===== src/lcc_pkg.sv =====
/*
 Constants for the two-channel laser current configuration block: register
 offsets, field positions, reset values and scaling tables.
 Assumes a serial front end that turns host frames into register strobes.
*/
`default_nettype none
package lcc_pkg;
    // ------------------------------------------------------------
    // Register offsets
    // ------------------------------------------------------------
    localparam logic [7:0] OFS_STATUS = 8'h00;
    localparam logic [7:0] OFS_MODE_CH1 = 8'h10;
    localparam logic [7:0] OFS_THR_CH1 = 8'h11;
    localparam logic [7:0] OFS_MODE_CH2 = 8'h15;
    localparam logic [7:0] OFS_THR_CH2 = 8'h16;
    localparam logic [7:0] OFS_RANGE = 8'h1A;
    localparam logic [7:0] OFS_FORCE = 8'h1D;
    localparam logic [7:0] OFS_FSCALE = 8'h1E;
    // ------------------------------------------------------------
    // Field positions
    // ------------------------------------------------------------
    localparam int BIT_MODE = 0;
    localparam int BIT_RES_OFF = 2;
    localparam int BIT_LOW_CH1 = 0;
    localparam int BIT_MPS_CH1 = 2;
    localparam int BIT_LOW_CH2 = 4;
    localparam int BIT_MPS_CH2 = 6;
    localparam int BIT_FORCE_CH1 = 5;
    localparam int BIT_FORCE_CH2 = 6;
    localparam int BIT_FS_CH1 = 0;
    localparam int BIT_FS_CH2 = 4;
    localparam int BIT_OVC_CH2 = 4;
    localparam int BIT_OVC_CH1 = 5;
    // ------------------------------------------------------------
    // Reset values
    // ------------------------------------------------------------
    localparam logic [7:0] RST_THR = 8'hFF;
    localparam logic [1:0] RST_FS = 2'h0;
    // ------------------------------------------------------------
    // Scaling: step in uA, factor k times ten, full scale in 0.1 mA
    // ------------------------------------------------------------
    localparam logic [11:0] STEP_LOW_UA = 12'h177;  // 375 uA
    localparam logic [11:0] STEP_HIGH_UA = 12'hBB8; // 3000 uA
    localparam logic [9:0] K10_00 = 10'h00A;  // 1
    localparam logic [9:0] K10_01 = 10'h04B;  // 7.5
    localparam logic [9:0] K10_10 = 10'h12C;  // 30
    localparam logic [9:0] K10_11 = 10'h341;  // 83.3
    localparam logic [12:0] FS_HI_00 = 13'h1D4C; // 750 mA
    localparam logic [12:0] FS_HI_01 = 13'h03E8; // 100 mA
    localparam logic [12:0] FS_HI_10 = 13'h00FA; // 25 mA
    localparam logic [12:0] FS_HI_11 = 13'h005A; // 9 mA
    localparam logic [12:0] FS_LO_00 = 13'h0384; // 90 mA
    localparam logic [12:0] FS_LO_01 = 13'h0078; // 12 mA
    localparam logic [12:0] FS_LO_10 = 13'h001E; // 3 mA
    localparam logic [12:0] FS_LO_11 = 13'h000B; // 1.1 mA
endpackage
`default_nettype wire


===== src/lcc_chan_if.sv =====
/*
 Carrier between the register bank and one channel's protection logic.
 Assumes one instance per channel inside the top module.
*/
`timescale 1ns/100ps
`default_nettype none
interface lcc_chan_if;
    logic mode_cc;
    logic low_range;
    logic [7:0] thr;
    logic [1:0] fs_code;
    logic force_ovc;
    logic cmp;
    logic ack;
    logic ovc;
    logic enable;
    logic protect_on;
    logic [29:0] ilim_x10ua;
    logic [12:0] fs_x01ma;
    modport cfg (output mode_cc, low_range, thr, fs_code, force_ovc, cmp, ack,
                 input ovc, enable, protect_on, ilim_x10ua, fs_x01ma);
    modport chan (input mode_cc, low_range, thr, fs_code, force_ovc, cmp, ack,
                  output ovc, enable, protect_on, ilim_x10ua, fs_x01ma);
endinterface
`default_nettype wire


===== src/lcc_top.sv =====
/*
 Register bank and protection outputs for two laser channels.
 Assumes a serial front end delivering one-cycle read and write strobes
 with an 8-bit address, and comparators synchronous to clk.
*/
`timescale 1ns/100ps
`default_nettype none
module lcc_top
    import lcc_pkg::*;
(
    // Clock and reset
    input wire logic clk,
    input wire logic resetn,
    // Register port from the serial front end
    input wire logic [7:0] reg_addr,
    input wire logic [7:0] reg_wdata,
    input wire logic reg_wr,
    input wire logic reg_rd,
    output logic [7:0] reg_rdata,
    output logic reg_rvalid,
    // Analog side inputs
    input wire logic overcurrent_cmp_ch1,
    input wire logic overcurrent_cmp_ch2,
    input wire logic [9:0] reference_code_ch1,
    input wire logic [9:0] reference_code_ch2,
    // Error pin
    output logic error_out_n,
    // Channel 1 controls
    output logic laser_enable_ch1,
    output logic protect_on_ch1,
    output logic constant_current_mode_ch1,
    output logic internal_resistor_off_ch1,
    output logic adc_at_pin_ch1,
    output logic [9:0] dac_code_ch1,
    output logic [29:0] ilim_x10ua_ch1,
    output logic [12:0] full_scale_x01ma_ch1,
    // Channel 2 controls
    output logic laser_enable_ch2,
    output logic protect_on_ch2,
    output logic constant_current_mode_ch2,
    output logic internal_resistor_off_ch2,
    output logic adc_at_pin_ch2,
    output logic [9:0] dac_code_ch2,
    output logic [29:0] ilim_x10ua_ch2,
    output logic [12:0] full_scale_x01ma_ch2
);
    // ------------------------------------------------------------
    // Register state
    // ------------------------------------------------------------
    logic [1:0] mode_q, next_mode;
    logic [1:0] res_off_q, next_res_off;
    logic [7:0] thr_q [2];
    logic [7:0] next_thr [2];
    logic [1:0] low_q, next_low;
    logic [1:0] mps_q, next_mps;
    logic [1:0] force_q, next_force;
    logic [1:0] fs_q [2];
    logic [1:0] next_fs [2];
    logic [7:0] next_rdata;
    logic status_read;
    logic [1:0] ovc;
    logic [1:0] en;
    logic [1:0] prot;
    logic [29:0] ilim [2];
    logic [12:0] fsv [2];

    lcc_chan_if chif[2] ();

    // Write strobe aimed at one offset
    function automatic logic wr_hit(input logic [7:0] ofs);
        return reg_wr && reg_addr == ofs;
    endfunction

    // ------------------------------------------------------------
    // Register writes
    // ------------------------------------------------------------
    // Only documented bits are stored; the rest read back as zero
    always_comb begin
        next_mode = mode_q;
        next_res_off = res_off_q;
        next_thr = thr_q;
        next_low = low_q;
        next_mps = mps_q;
        next_force = force_q;
        next_fs = fs_q;
        if (wr_hit(OFS_MODE_CH1)) begin
            next_mode[0] = reg_wdata[BIT_MODE];
            next_res_off[0] = reg_wdata[BIT_RES_OFF];
        end else if (wr_hit(OFS_THR_CH1)) begin
            next_thr[0] = reg_wdata;
        end else if (wr_hit(OFS_MODE_CH2)) begin
            next_mode[1] = reg_wdata[BIT_MODE];
            next_res_off[1] = reg_wdata[BIT_RES_OFF];
        end else if (wr_hit(OFS_THR_CH2)) begin
            next_thr[1] = reg_wdata;
        end else if (wr_hit(OFS_RANGE)) begin
            next_low = {reg_wdata[BIT_LOW_CH2], reg_wdata[BIT_LOW_CH1]};
            next_mps = {reg_wdata[BIT_MPS_CH2], reg_wdata[BIT_MPS_CH1]};
        end else if (wr_hit(OFS_FORCE)) begin
            next_force = {reg_wdata[BIT_FORCE_CH2], reg_wdata[BIT_FORCE_CH1]};
        end else if (wr_hit(OFS_FSCALE)) begin
            next_fs[0] = reg_wdata[BIT_FS_CH1 +: 2];
            next_fs[1] = reg_wdata[BIT_FS_CH2 +: 2];
        end
    end

    always_ff @(posedge clk) begin
        if (!resetn) begin
            mode_q <= 2'h0;
            res_off_q <= 2'h0;
            thr_q[0] <= RST_THR;
            thr_q[1] <= RST_THR;
            low_q <= 2'h0;
            mps_q <= 2'h0;
            force_q <= 2'h0;
            fs_q[0] <= RST_FS;
            fs_q[1] <= RST_FS;
        end else begin
            mode_q <= next_mode;
            res_off_q <= next_res_off;
            thr_q <= next_thr;
            low_q <= next_low;
            mps_q <= next_mps;
            force_q <= next_force;
            fs_q <= next_fs;
        end
    end

    // ------------------------------------------------------------
    // Register reads
    // ------------------------------------------------------------
    // Reading status acknowledges the overcurrent flags at the same edge
    assign status_read = reg_rd && reg_addr == OFS_STATUS;

    always_comb begin
        next_rdata = 8'h00;
        if (reg_addr == OFS_STATUS) begin
            next_rdata[BIT_OVC_CH1] = ovc[0];
            next_rdata[BIT_OVC_CH2] = ovc[1];
        end else if (reg_addr == OFS_MODE_CH1) begin
            next_rdata[BIT_MODE] = mode_q[0];
            next_rdata[BIT_RES_OFF] = res_off_q[0];
        end else if (reg_addr == OFS_THR_CH1) begin
            next_rdata = thr_q[0];
        end else if (reg_addr == OFS_MODE_CH2) begin
            next_rdata[BIT_MODE] = mode_q[1];
            next_rdata[BIT_RES_OFF] = res_off_q[1];
        end else if (reg_addr == OFS_THR_CH2) begin
            next_rdata = thr_q[1];
        end else if (reg_addr == OFS_RANGE) begin
            next_rdata[BIT_LOW_CH1] = low_q[0];
            next_rdata[BIT_MPS_CH1] = mps_q[0];
            next_rdata[BIT_LOW_CH2] = low_q[1];
            next_rdata[BIT_MPS_CH2] = mps_q[1];
        end else if (reg_addr == OFS_FORCE) begin
            next_rdata[BIT_FORCE_CH1] = force_q[0];
            next_rdata[BIT_FORCE_CH2] = force_q[1];
        end else if (reg_addr == OFS_FSCALE) begin
            next_rdata[BIT_FS_CH1 +: 2] = fs_q[0];
            next_rdata[BIT_FS_CH2 +: 2] = fs_q[1];
        end
    end

    always_ff @(posedge clk) begin
        if (!resetn) begin
            reg_rdata <= 8'h00;
            reg_rvalid <= 1'b0;
        end else begin
            reg_rdata <= reg_rd ? next_rdata : reg_rdata;
            reg_rvalid <= reg_rd;
        end
    end

    // ------------------------------------------------------------
    // Channel instances
    // ------------------------------------------------------------
    for (genvar g = 0; g < 2; g++) begin : g_ch
        assign chif[g].mode_cc = mode_q[g];
        assign chif[g].low_range = low_q[g];
        assign chif[g].thr = thr_q[g];
        assign chif[g].fs_code = fs_q[g];
        assign chif[g].force_ovc = force_q[g];
        assign chif[g].cmp = (g == 0) ? overcurrent_cmp_ch1 : overcurrent_cmp_ch2;
        assign chif[g].ack = status_read;
        assign ovc[g] = chif[g].ovc;
        assign en[g] = chif[g].enable;
        assign prot[g] = chif[g].protect_on;
        assign ilim[g] = chif[g].ilim_x10ua;
        assign fsv[g] = chif[g].fs_x01ma;
        lcc_channel u_chan (
            .clk(clk),
            .resetn(resetn),
            .ch(chif[g])
        );
    end

    // ------------------------------------------------------------
    // Registered outputs
    // ------------------------------------------------------------
    // One cycle of latency keeps every pin glitch free
    always_ff @(posedge clk) begin
        if (!resetn) begin
            error_out_n <= 1'b1;
            laser_enable_ch1 <= 1'b0;
            laser_enable_ch2 <= 1'b0;
            protect_on_ch1 <= 1'b1;
            protect_on_ch2 <= 1'b1;
            constant_current_mode_ch1 <= 1'b0;
            constant_current_mode_ch2 <= 1'b0;
            internal_resistor_off_ch1 <= 1'b0;
            internal_resistor_off_ch2 <= 1'b0;
            adc_at_pin_ch1 <= 1'b0;
            adc_at_pin_ch2 <= 1'b0;
            dac_code_ch1 <= 10'h000;
            dac_code_ch2 <= 10'h000;
            ilim_x10ua_ch1 <= 30'h0;
            ilim_x10ua_ch2 <= 30'h0;
            full_scale_x01ma_ch1 <= 13'h0;
            full_scale_x01ma_ch2 <= 13'h0;
        end else begin
            // No mask exists for overcurrent, so any set flag pulls the pin
            error_out_n <= !(ovc[0] || ovc[1]);
            laser_enable_ch1 <= en[0];
            laser_enable_ch2 <= en[1];
            protect_on_ch1 <= prot[0];
            protect_on_ch2 <= prot[1];
            constant_current_mode_ch1 <= mode_q[0];
            constant_current_mode_ch2 <= mode_q[1];
            internal_resistor_off_ch1 <= res_off_q[0];
            internal_resistor_off_ch2 <= res_off_q[1];
            // Routing follows software's choice
            adc_at_pin_ch1 <= mps_q[0];
            adc_at_pin_ch2 <= mps_q[1];
            dac_code_ch1 <= reference_code_ch1;
            dac_code_ch2 <= reference_code_ch2;
            ilim_x10ua_ch1 <= ilim[0];
            ilim_x10ua_ch2 <= ilim[1];
            full_scale_x01ma_ch1 <= fsv[0];
            full_scale_x01ma_ch2 <= fsv[1];
        end
    end
endmodule
`default_nettype wire


===== src/lcc_channel.sv =====
/*
 One laser channel: threshold scaling, full-scale lookup and the sticky
 overcurrent error flag. Assumes cmp is the analog comparator result,
 already synchronous to clk.
*/
`timescale 1ns/100ps
`default_nettype none
module lcc_channel
    import lcc_pkg::*;
(
    // Clock and reset
    input wire logic clk,
    input wire logic resetn,
    // Channel carrier
    lcc_chan_if.chan ch
);
    logic ovc_q;
    logic next_ovc;
    logic set_ovc;
    logic [11:0] step_ua;
    logic [9:0] k10;

    // Scaling tables, constants only
    always_comb begin
        step_ua = ch.low_range ? STEP_LOW_UA : STEP_HIGH_UA;
        case (ch.fs_code)
            2'h0: k10 = K10_00;
            2'h1: k10 = K10_01;
            2'h2: k10 = K10_10;
            default: k10 = K10_11;
        endcase
        case ({ch.low_range, ch.fs_code})
            3'h0: ch.fs_x01ma = FS_HI_00;
            3'h1: ch.fs_x01ma = FS_HI_01;
            3'h2: ch.fs_x01ma = FS_HI_10;
            3'h3: ch.fs_x01ma = FS_HI_11;
            3'h4: ch.fs_x01ma = FS_LO_00;
            3'h5: ch.fs_x01ma = FS_LO_01;
            3'h6: ch.fs_x01ma = FS_LO_10;
            default: ch.fs_x01ma = FS_LO_11;
        endcase
    end

    // Threshold value; code zero in constant-power mode gives the minimum
    assign ch.ilim_x10ua = 30'(step_ua * ch.thr * k10);
    // Zero code in constant-current mode disconnects the comparator
    assign ch.protect_on = !(ch.mode_cc && ch.thr == 8'h00);

    // Set wins over the acknowledge so no event is lost
    always_comb begin
        set_ovc = (ch.cmp && ch.protect_on) || ch.force_ovc;
        next_ovc = set_ovc || (ovc_q && !ch.ack);
    end

    always_ff @(posedge clk) begin
        if (!resetn) begin
            ovc_q <= 1'b0;
        end else begin
            ovc_q <= next_ovc;
        end
    end

    assign ch.ovc = ovc_q;
    // Channel stays off until the flag is acknowledged and force is gone
    assign ch.enable = !ovc_q && !ch.force_ovc;
endmodule
`default_nettype wire


===== config.mk =====
export PLATFORM = sky130hd
export DESIGN_NAME = lcc_top
export DESIGN_NICKNAME = d
export VERILOG_FILES = /design/src/lcc_pkg.sv /design/src/lcc_chan_if.sv /design/src/lcc_top.sv /design/src/lcc_channel.sv
export SDC_FILE = /design/constraint.sdc
export NUM_CORES = 1
export LEC_CHECK = 0
export BUFFER_PORTS_ARGS = -buffer_cell sky130_fd_sc_hd__buf_2
export CORE_MARGIN = 2
export CORE_UTILIZATION = 49
export CTS_CLUSTER_DIAMETER = 60
export DETAILED_ROUTE_END_ITERATION = 10
export GPL_ROUTABILITY_DRIVEN = 0
export HOLD_SLACK_MARGIN = 0.06
export PLACE_DENSITY = 0.67
export REMOVE_ABC_BUFFERS = 1
export SLEW_MARGIN = 20
export SYNTH_ARGS = -nofsm -noshare
export SYNTH_HDL_FRONTEND = slang
export SYNTH_SLANG_ARGS = --single-unit
export TNS_END_PERCENT = 10

===== constraint.sdc =====
create_clock -name clk -period 13.3 [get_ports clk]
set_clock_uncertainty 0.15 [all_clocks]
set_input_delay 1.33 -clock clk [delete_from_list [all_inputs] [get_ports clk]]
set_output_delay 1.33 -clock clk [all_outputs]
set_load 0.02 [all_outputs]

======== Word level (Yosys, flattened, before mapping) ========
Cells that the tools add are included.
word-level totals
  input port bits ......................... 42
  word-level logic and storage cells ...... 147
  bits in registers ....................... 158
  output and inout bits ................... 126
cells by class
  mux-type cells .......................... 40
  bitwise logic cells ..................... 6
  multipliers ............................. 4
  eq/ne operators ......................... 23
  reduce and logical (&&, ||, !) cells .... 42
operators with widths
  cell                  number
  $pmux W13 S7          2
  $mul A20 B10 Y30      2
  $pmux W10 S3          2
  $eq A8 B5 Y1 const B  7
  $mul A12 B8 Y20       2
  $logic_not A8 Y1      3
  $mux W12              2
  $mux W2               11
  $eq A3 B3 Y1 const B  6
  $mux W1               17
  $logic_and A1 B1 Y1   16
  $eq A3 B2 Y1 const B  4
  $mux W5               2
  $logic_not A1 Y1      8
  $mux W8               1
  $reduce_and A7 Y1     1
  $eq A3 B1 Y1 const B  2
  $logic_not A3 Y1      2
  $mux W3               2
  $not A1 Y1            6
  $reduce_and A6 Y1     1
  $logic_or A1 B1 Y1    5
  $reduce_and A5 Y1     1
  $eq A2 B1 Y1 const B  2
  6 further kinds       8

======== Logic depth before layout (Yosys ltp) ========
Gate-level depths: netlist (run 1).
  word-level depth ........................ 15
  gate-level depth with buffers ........... 40
  gate-level depth less buffers ........... 38

======== Modules after synthesis ========
Synthesis (run 1) repeated with hierarchy kept, for this count alone.
second synthesis, totals
  cell total of the unflattened synthesis .. 2468
  area, all modules ....................... 21785.9 um^2
modules (own cells, without submodules)
  module                        seq. area each (um^2)  times used  area an instance (um^2)  cells each
  lcc_channel (g_ch[1].u_chan)  20.0                   1           8639.5                   1033
  lcc_channel (g_ch[0].u_chan)  20.0                   1           8224.1                   968
  lcc_top                       3123.0                 1           4922.2                   467

======== Least setup slack after synthesis (run 1) ========
No wires, ideal clock.
  kind .................................... reg2reg
  start point ............................. register low_q[0]
  end point ............................... register ilim_x10ua_ch1[28]
  buffers on the path ..................... 2
  setup time .............................. 0.072 ns
  arrival ................................. 9.276 ns
  stages on the path, launching flop included .. 38
  setup slack ............................. 3.802 ns
  clock period less this slack ............ 9.498 ns
  path through ............................ dfxtp_1 clkbuf_1 clkinv_1 nand2_1 inv_1 fa_1 inv_1 fa_1 inv_1 fa_1 inv_1 fa_1 inv_1 ha_1 or3_1 o21a_1 a2111oi_2 or2_2 [... 2 more ...] fa_1 inv_1 fa_1 inv_1 fa_1 inv_1 fa_1 inv_1 fa_1 inv_1 ha_1 clkbuf_1 a21oi_1 o21ai_0 a21o_1 a221o_1 a311oi_1 mux2i_1
between the ends
  cells in the longest elaborated chain, start to end .. 3
RTL lines
  element                 RTL line           RTL
  from (decl)             lcc_top.sv:54      logic [1:0] low_q, next_low;
  from (signal assigned)  lcc_top.sv:122     low_q <= next_low;
  $mux W12                lcc_channel.sv:25  step_ua = ch.low_range ? STEP_LOW_UA : STEP_HIGH_UA;
  $mul A12 B8 Y20         lcc_channel.sv:45  assign ch.ilim_x10ua = 30'(step_ua * ch.thr * k10);
  $mul A20 B10 Y30        lcc_channel.sv:45
  to (signal assigned)    lcc_top.sv:236     ilim_x10ua_ch1 <= ilim[0];
  to (decl)               lcc_top.sv:35      output logic [29:0] ilim_x10ua_ch1,
Every way passes these cells.
A chain may end at the register's enable or synchronous reset.

======== Final worst setup path (run 1) ========
Same ends and word-level chain as after synthesis.

==> results of run 1 <==
power by group through the flow:
| stage | registers (mW) | clock network [mW] | logic (mW) |
|---|---|---|---|
| detailed placement | 0.520 | 0 | 0.755 |
| finish | 0.510 | 0.516 | 0.764 |
| global route | 0.513 | 0.554 | 0.880 |
| floorplan | 0.571 | 0 | 0.517 |
| CTS | 0.510 | 0.537 | 0.768 |
| global placement | 0.519 | 0 | 0.750 |
per-stage QoR:
stage          cells  hold WS (ps)  instance area, um2  util (%)
2_1_floorplan   2385           280               21300         -
3_3_place_gp    3155           308               23000      52.3
3_5_place_dp    3155           308               23000      52.3
4_1_cts         3187           323               23600      53.7
5_1_grt         3187           355               23600      53.7
6_report        3187           322               23600      53.7
state kept, by name, summed over array words and instances (netlist names), 2 cells and up:
register              cells
chif.fs_code              4
mode_q                    2
dac_code_ch2             10
ilim_x10ua_ch2           30
ilim_x10ua_ch1           30
reg_rdata                 8
g_ch.u_chan.ch.ovc        2
full_scale_x01ma_ch2     11
dac_code_ch1             10
full_scale_x01ma_ch1     11
chif.thr                 16
low_q                     2
force_q                   2
res_off_q                 2
mps_q                     2
worst paths after layout:
kind | start | to | slack [ps] | cells past startpoint
worst max-delay path | low_q[0] | ilim_x10ua_ch1[28] | 2370 | 36
worst min-delay path | res_off_q[1] | internal_resistor_off_ch2 | 320 | 2
worst min register to register | res_off_q[1] | internal_resistor_off_ch2 | 320 | 2
worst max register to register | low_q[0] | ilim_x10ua_ch1[28] | 2370 | 36
critical path: cells and delay by family, from the launching register on:
family,cells,cell delay (ps)
adder cells (fa/ha/maj),11,5130
AO/OA/AOI/OAI,7,1950
AND/OR/NAND/NOR,5,1160
buffers and inverters,11,1040
flip-flops,1,890
XOR/XNOR,1,300
multiplexers,1,240
kinds of logic after synthesis:
group / after synthesis / share of synthesized area [%]
AOI/OAI and AO/OA: 346 / 10.8
xor gates and xnor gates: 79 / 3.19
adders and majority gates: 594 / 44.5
buffers and inverters: 589 / 10.3
DFF: 154 / 14.2
muxes: 30 / 1.39
other: 1 / 0.0173
and+or+nand+nor: 683 / 15.5
layout by cell type, fill, tap and decap left out, types with 32 or more instances in the layout:
cell / Yosys / routed
ha_1: 298 / 298
a21o_1: 44 / 44
o21ai_0: 44 / 44
a21oi_1: 94 / 94
nor3_1: 36 / 36
xor2_1: 32 / 32
nand2b_1: 40 / 40
fa_1: 296 / 296
and2_1: 114 / 114
inv_1: 495 / 495
nand2_1: 151 / 151
buf_2: 1 / 166
nor2_1: 200 / 200
dfxtp_1: 154 / 154
xnor2_1: 47 / 47
final cells by class:
class                      instances  area, um2  area share (%)
clock buffer                      17        425            1.80
clock inverter                    15        193           0.816
inverter                         497       1870            7.90
multi-input combinational       1734      16400            69.4
sequential                       154       3080            13.1
tap                              592        741            3.14
timing repair buffer             178        921            3.90
metal layers:
layer / vias up / part of all wire [%] / GRT usage, %
met5: - / 0 / 0
met4: 0 / 2.0 / 6.64
met3: 65 / 5.3 / 4.06
met2: 477 / 47 / 38.8
met1: 8183 / 46 / 32.3
li1: 8152 / - / -
==> flow_summary.toml, run 1 <==
[yosys]
syn_avg_cell_area_um2 = 8.76
netlist_area_um2 = 21700
yosys_warnings = 0
syn-instance-count = 2476
synth_seq_area_share_pct = 14.2
synth_commonest_cells = "495 x inv_1, 298 x ha_1, 296 x fa_1"
synth_edf_count = 0
synthTopCellsByArea = "fa_1 27%, ha_1 17%, dfxtp_1 14%, inv_1 8.6%, nor2_1 3.5%"
async_flop_share_pct = 0
yosysMostFrequentCell = "inv_1"
yosys_most_used_dff = "dfxtp_1"
yosys_register_bits = 154
yosys.cell_types.count = 77
synth_top_area_share_pct = 27.3
synth_area_leader_cell = "fa_1"

[power]
p_int_mw = 1.06
p_leak_nw = 12.9
power_density_nw_per_um2 = 75.8
ir_drop_mv = 0.0810
pwr-share-seq_pct = 28.5
clkPwrFrac_pct = 28.8
switching_share_pct = 41.0
p_sw_uw = 734
combPwrFrac_pct = 42.7
total_power_mw = 1.79

[die]
die_y_um = 214
rows = 77
start_util_pct = 49.3
core_area_um2 = 43900
die_w_um = 214
dieArea_um2 = 45900
io_pins = 168

[worst_setup_path]
cp.required_ps = 13560
slowest_delay_ps = 890
path_common_cell = "inv_1"
critPathCaptureType = "flip-flop"
slowest_stage = "dfxtp_1"
cp_max_fo = 25
startpoint_type = "flip-flop"
worst_ep_arrival_time_ps = 11190
critPathKind = "reg2reg"

[grt]
antenna_found_initial = 0
grt_overflow_total = 0
grt_max_degree = 71
grt_use_total_pct = 23.7
grt_pass1_vias = 17900
grt_pass1_wl_um = 88800

[drt]
wl_um = 50400
wl_per_cell_um = 15.8
vias = 16900
first_iter_violations = 1099
antenna_left = 0
drc = 0
via_per_inst = 5.30
drt_first_pass_iters = 5

[sta]
tightest_slew_ps = 945
setup_ws_ps = 2370
setup_viol = 0
finalSetupTns_ps = 0
final-hold-violation-count = 0
slew_viol_final = 0
fmax_mhz = 91.5
rsz0062_at_grt = "false"
period_share_pct = 82.2
max_slew_margin_pct = 37.0
period_needed_ps = 10930

[cts]
cts_tree = "yes"
cts.htree.levels = 4
clkLatencyLatePin_ps = 490
tritoncts_num_sinks = 154
post_cts_buffers = 0
cts_made_buffers = 17
clock-root-buffer = "clkbuf_16"
postCtsHoldBufs = 0
ctsResizeCount = 0
cts_buffer_depth = 2
cts.reportedPaths.clkPinSlew_ps = 70

[place]
portBuffers = 167
dpl.hpwl_um = 41300
dpl_worst_slack_ps = 2420

[worst_hold_path]
hold_class = "reg2reg"

[status]
outcome = "finished, final reports clean"

[layout]
final_nets = 3218
drive_gt1_share_pct = 9.13
num_antenna_cells = 0
syn2layout_area_growth_pct = 8.86
fillCellCount = 4094

[run]
max-cap-violations = 0
Power figures use the tool's default switching activity.
==> run 2, diff against run 1 <==
Settings changed: ABC_AREA set to 1.
Clock period 13.3 ns to 11.15 ns, I/O delays scaled along.
==> run 2 against run 1 <==
  * Clock-buffer cell count rose by 5
  * Routed wire length rose by 10%
  * Maximum frequency rose by 17%
==> flow_summary.toml, run 2 <==
[cts]
tritoncts_num_sinks = 154
clock-root-buffer = "clkbuf_16"
cts_tree = "yes"
cts_buffer_depth = 2
cts_made_buffers = 17
post_cts_buffers = 0
postCtsHoldBufs = 0
ctsResizeCount = 0
cts.reportedPaths.clkPinSlew_ps = 60
clkLatencyLatePin_ps = 460
cts.htree.levels = 4

[grt]
grt_pass1_wl_um = 94900
grt_use_total_pct = 25.2
antenna_found_initial = 0
grt_max_degree = 70
grt_pass1_vias = 19500
grt_overflow_total = 0

[worst_setup_path]
slowest_delay_ps = 780
cp.required_ps = 11380
cp_max_fo = 23
worstRegToRegCells = 36
worst_ep_arrival_time_ps = 9600
startpoint_type = "flip-flop"
reg2reg_to = "ilim_x10ua_ch2[27]"
slowest_stage = "dfxtp_1"
critPathCaptureType = "flip-flop"
path_common_cell = "inv_1"
critPathKind = "reg2reg"
worst-r2r-setup-slack_ps = 1780
rr_startpoint = "low_q[1]"

[die]
core_area_um2 = 44400
die_w_um = 216
rows = 77
die_y_um = 216
io_pins = 168
start_util_pct = 49.8
dieArea_um2 = 46800

[yosys]
syn-instance-count = 2928
synth_area_leader_cell = "fa_1"
synth_top_area_share_pct = 26.8
yosys_most_used_dff = "dfxtp_1"
syn_avg_cell_area_um2 = 7.55
yosys_warnings = 0
yosys_register_bits = 154
synth_edf_count = 0
synth_seq_area_share_pct = 13.9
async_flop_share_pct = 0
yosysMostFrequentCell = "inv_1"
synth_commonest_cells = "717 x inv_1, 507 x nand2_1, 347 x nor2_1"
synthTopCellsByArea = "fa_1 27%, ha_1 17%, dfxtp_1 14%, inv_1 12%, nand2_1 8.6%"
yosys.cell_types.count = 45
netlist_area_um2 = 22100

[sta]
fin_hold_ws_ps = 297
period_share_pct = 84.0
period_needed_ps = 9370
slew_viol_final = 0
setup_ws_ps = 1780
final-hold-violation-count = 0
tightest_slew_ps = 1060
finalSetupTns_ps = 0
rsz0062_at_grt = "false"
setup_viol = 0
fmax_mhz = 107
max_slew_margin_pct = 29.0

[drt]
wl_um = 55500
first_iter_violations = 1314
drt_first_pass_iters = 6
via_per_inst = 5.09
drc = 0
wl_per_cell_um = 15.1
vias = 18700
antenna_left = 0

[power]
p_leak_nw = 14.2
ir_drop_mv = 0.0839
power_density_nw_per_um2 = 106

[place]
dp.cells = 3639
portBuffers = 167
dpl.hpwl_um = 47300
dpl_worst_slack_ps = 1820

[layout]
final_cell_mix = "717 x inv_1, 507 x nand2_1, 347 x nor2_1"
fin_cells = 3671
drive_gt1_share_pct = 8.61
syn2layout_area_growth_pct = 8.77
final_common_cell = "inv_1"
num_antenna_cells = 0
final_nets = 3702

[run]
max-cap-violations = 0

[worst_hold_path]
hold_depth = 2
hold_class = "reg2reg"
hold_path_end = "adc_at_pin_ch2"
min_from = "mps_q[1]"

[status]
outcome = "finished, final reports clean"
-- run 2: cell count changes after synthesis, moves of 24 or more --
cell	delta
nand2b_1	-40
xor2_1	-24
and2_1	-110
inv_1	+222
o21ai_0	+31
clkbuf_1	-47
a21oi_1	+63
nand2_1	+356
nor2_1	+147
xnor2_1	-36
and3_1	-27
a21o_1	-39
mux2i_1	-29
nand3_1	+104
-- run 2: worst max-delay path, delay by kind of cell (launching register included) --
kind            cells  cell delay [ps]
fa+ha+maj          11             5340
compound gates      3              660
flops               1              780
simple gates       11             1490
buf+inv            10              540
xor+xnor            1              320
-- run 2: kinds of logic (layout without fill, tap and decap cells) --
group / count (synthesis) / after routing / synth area share [%]
buffers and inverters: 781 / 931 / 13.4
flip-flops: 154 / 154 / 13.9
AND/OR/NAND/NOR: 1092 / 1092 / 20.8
other: 1 / 2 / 0.0170
adder cells (fa/ha/maj): 594 / 594 / 43.7
AO/OA/AOI/OAI: 280 / 280 / 6.89
XOR/XNOR: 26 / 26 / 1.32
-- run 2: worst max path at each step --
stage	startpoint	endpoint	slack, ps
2_1_floorplan	low_q[1]	ilim_x10ua_ch2[27]	2830
5_1_grt	low_q[1]	ilim_x10ua_ch2[27]	1140
3_3_place_gp	low_q[1]	ilim_x10ua_ch2[27]	1930
6_report	low_q[1]	ilim_x10ua_ch2[27]	1780
4_1_cts	low_q[1]	ilim_x10ua_ch2[27]	1780
3_5_place_dp	low_q[1]	ilim_x10ua_ch2[27]	1820
-- run 2: layout make-up --
cell class	instances	area (um2)
inverters	724	2720
flip-flops and latches	154	3080
multi-input cells	1994	16100
repair buffers	175	898
fillers	4320	20400
clock buffers	22	444
well taps	592	741
clock inverters	10	96.3
-- run 2: report_power, final --
part | internal (mW) | switching [mW]
Combinational | 0.471 | 0.915
Sequential | 0.605 | 0.0149
Clock | 0.307 | 0.239
-- run 2: metrics by stage --
stage          power (mW)  util (%)  instance area [um2]
2_1_floorplan        1.64         -                21900
3_3_place_gp         2.01      52.9                23500
3_5_place_dp         2.02      52.9                23500
4_1_cts              2.59      54.1                24000
5_1_grt              2.81      54.1                24000
6_report             2.55      54.1                24000
-- run 2: layer usage --
metal,global-route usage (%),vias up,routed length [um]
li1,-,9151,-
met2,44.5,510,27500
met4,8.36,0,1690
met3,3.37,103,2680
met5,0,-,0
met1,31.7,8917,23600
==> run 3, diff against run 2 <==
Settings changed: ABC_AREA 1 to 0.
Clock period 11.15 ns to 9.2 ns, I/O delays scaled along.
==> run 3 against run 2 <==
  * Final cell count decreased by 8.9%
  * Maximum frequency increased by 3.9%
  * First-iteration DRC count decreased by 21%
==> flow_summary.toml, run 3 (synthesized netlist as in run 1, its figures left out) <==
[sta]
rsz0062_at_grt = "true"
final-hold-violation-count = 0
period_share_pct = 98.0
period_needed_ps = 9010
slew_viol_final = 0
fmax_mhz = 111
max_slew_margin_pct = 35.1
tightest_slew_ps = 971
setup_ws_ps = 187
setup_viol = 0

[drt]
vias = 17400
wl_per_cell_um = 15.7
antenna_left = 0
drc = 0
drt_first_pass_iters = 5
via_per_inst = 5.21
wl_um = 52600
first_iter_violations = 1043

[die]
die_w_um = 214
io_pins = 168
core_area_um2 = 43900
dieArea_um2 = 45900
rows = 77
start_util_pct = 49.3
die_y_um = 214

[layout]
fin_area_um2 = 25400
syn2layout_area_growth_pct = 17.4
num_antenna_cells = 0
final_cell_mix = "484 x inv_1, 296 x fa_1, 285 x ha_1"
drive_gt1_share_pct = 18.6
final_common_cell = "inv_1"
final_nets = 3374

[place]
placed_area_um2 = 24000
dpl.hpwl_um = 42800
dpl_worst_slack_ps = -244
portBuffers = 167

[worst_setup_path]
slowest_stage = "fa_1"
startpoint_type = "flip-flop"
worst_ep_arrival_time_ps = 9230
slowest_delay_ps = 560
cp_max_fo = 8
critPathKind = "reg2reg"
cp.required_ps = 9420
critPathCaptureType = "flip-flop"

[worst_hold_path]
hold_class = "reg2reg"

[grt]
grt_overflow_total = 0
grt_max_degree = 68
grt_pass1_wl_um = 89800
grt_pass1_vias = 18300
antenna_found_initial = 0
grt_use_total_pct = 24.0

[cts]
cts_made_buffers = 17
clkLatencyLatePin_ps = 500
cts_buffer_depth = 2
cts.reportedPaths.clkPinSlew_ps = 80
tritoncts_num_sinks = 154
cts_tree = "yes"
cts.htree.levels = 4
postCtsHoldBufs = 0
clock-root-buffer = "clkbuf_16"

[run]
max-cap-violations = 0

[power]
total_power_mw = 2.81
ir_drop_mv = 0.127
power_density_nw_per_um2 = 111
p_leak_nw = 13.8

[status]
outcome = "finished, final reports clean"
[run 3: final timing paths]
check / from / to / slack (ps) / depth (start not counted)
worst max-delay path: low_q[1] / ilim_x10ua_ch2[21] / 190 / 37
worst min-delay path: res_off_q[1] / internal_resistor_off_ch2 / 330 / 2
worst max register to register: low_q[1] / ilim_x10ua_ch2[21] / 190 / 37
worst min register to register: res_off_q[1] / internal_resistor_off_ch2 / 330 / 2
[run 3: power breakdown]
group / internal (mW) / total, mW / switching [mW]
Clock: 0.393 / 0.755 / 0.361
Sequential: 0.721 / 0.735 / 0.0133
Combinational: 0.556 / 1.32 / 0.767
[run 3: timing repair]
action                                  4_1_cts  5_1_grt
endpoints found under the setup margin       19       28
buffers inserted                              0       16
pin swaps                                     1       49
cloned                                        0        0
gates resized for setup                      24      143
[run 3: final cells by class]
cell class | count | area (um2)
sequential | 154 | 3110
tap | 592 | 741
clock buffer | 17 | 425
timing repair buffer | 334 | 2120
inverter | 497 | 1870
multi-input combinational | 1734 | 17000
clock inverter | 15 | 201
fill | 3941 | 18500
[run 3: per-stage QoR]
stage               setup TNS (ps)  std cells  util (%)  hold WS (ps)
floorplan                    -2440       2385         -           280
global placement              -150       3295      54.7           309
detailed placement            -939       3295      54.7           319
CTS                          -69.1       3327      56.4           326
global route                 -2210       3343      57.9           358
finish                           0       3343      57.9           326
[run 3: worst max-delay path: cells and delay by family (launching register included)]
family	cells	cell delay (ps)
DFF	1	390
AOI/OAI and AO/OA	8	1720
and+or+nand+nor	4	370
buffers and inverters	12	980
adders and majority gates	11	4850
xor gates and xnor gates	2	420
[run 3: layer usage]
layer / track usage, % / part of all wire (%)
met5: 0 / 0
met4: 7.31 / 2.3
met3: 4.55 / 4.8
met2: 39.4 / 47
met1: 32.3 / 46
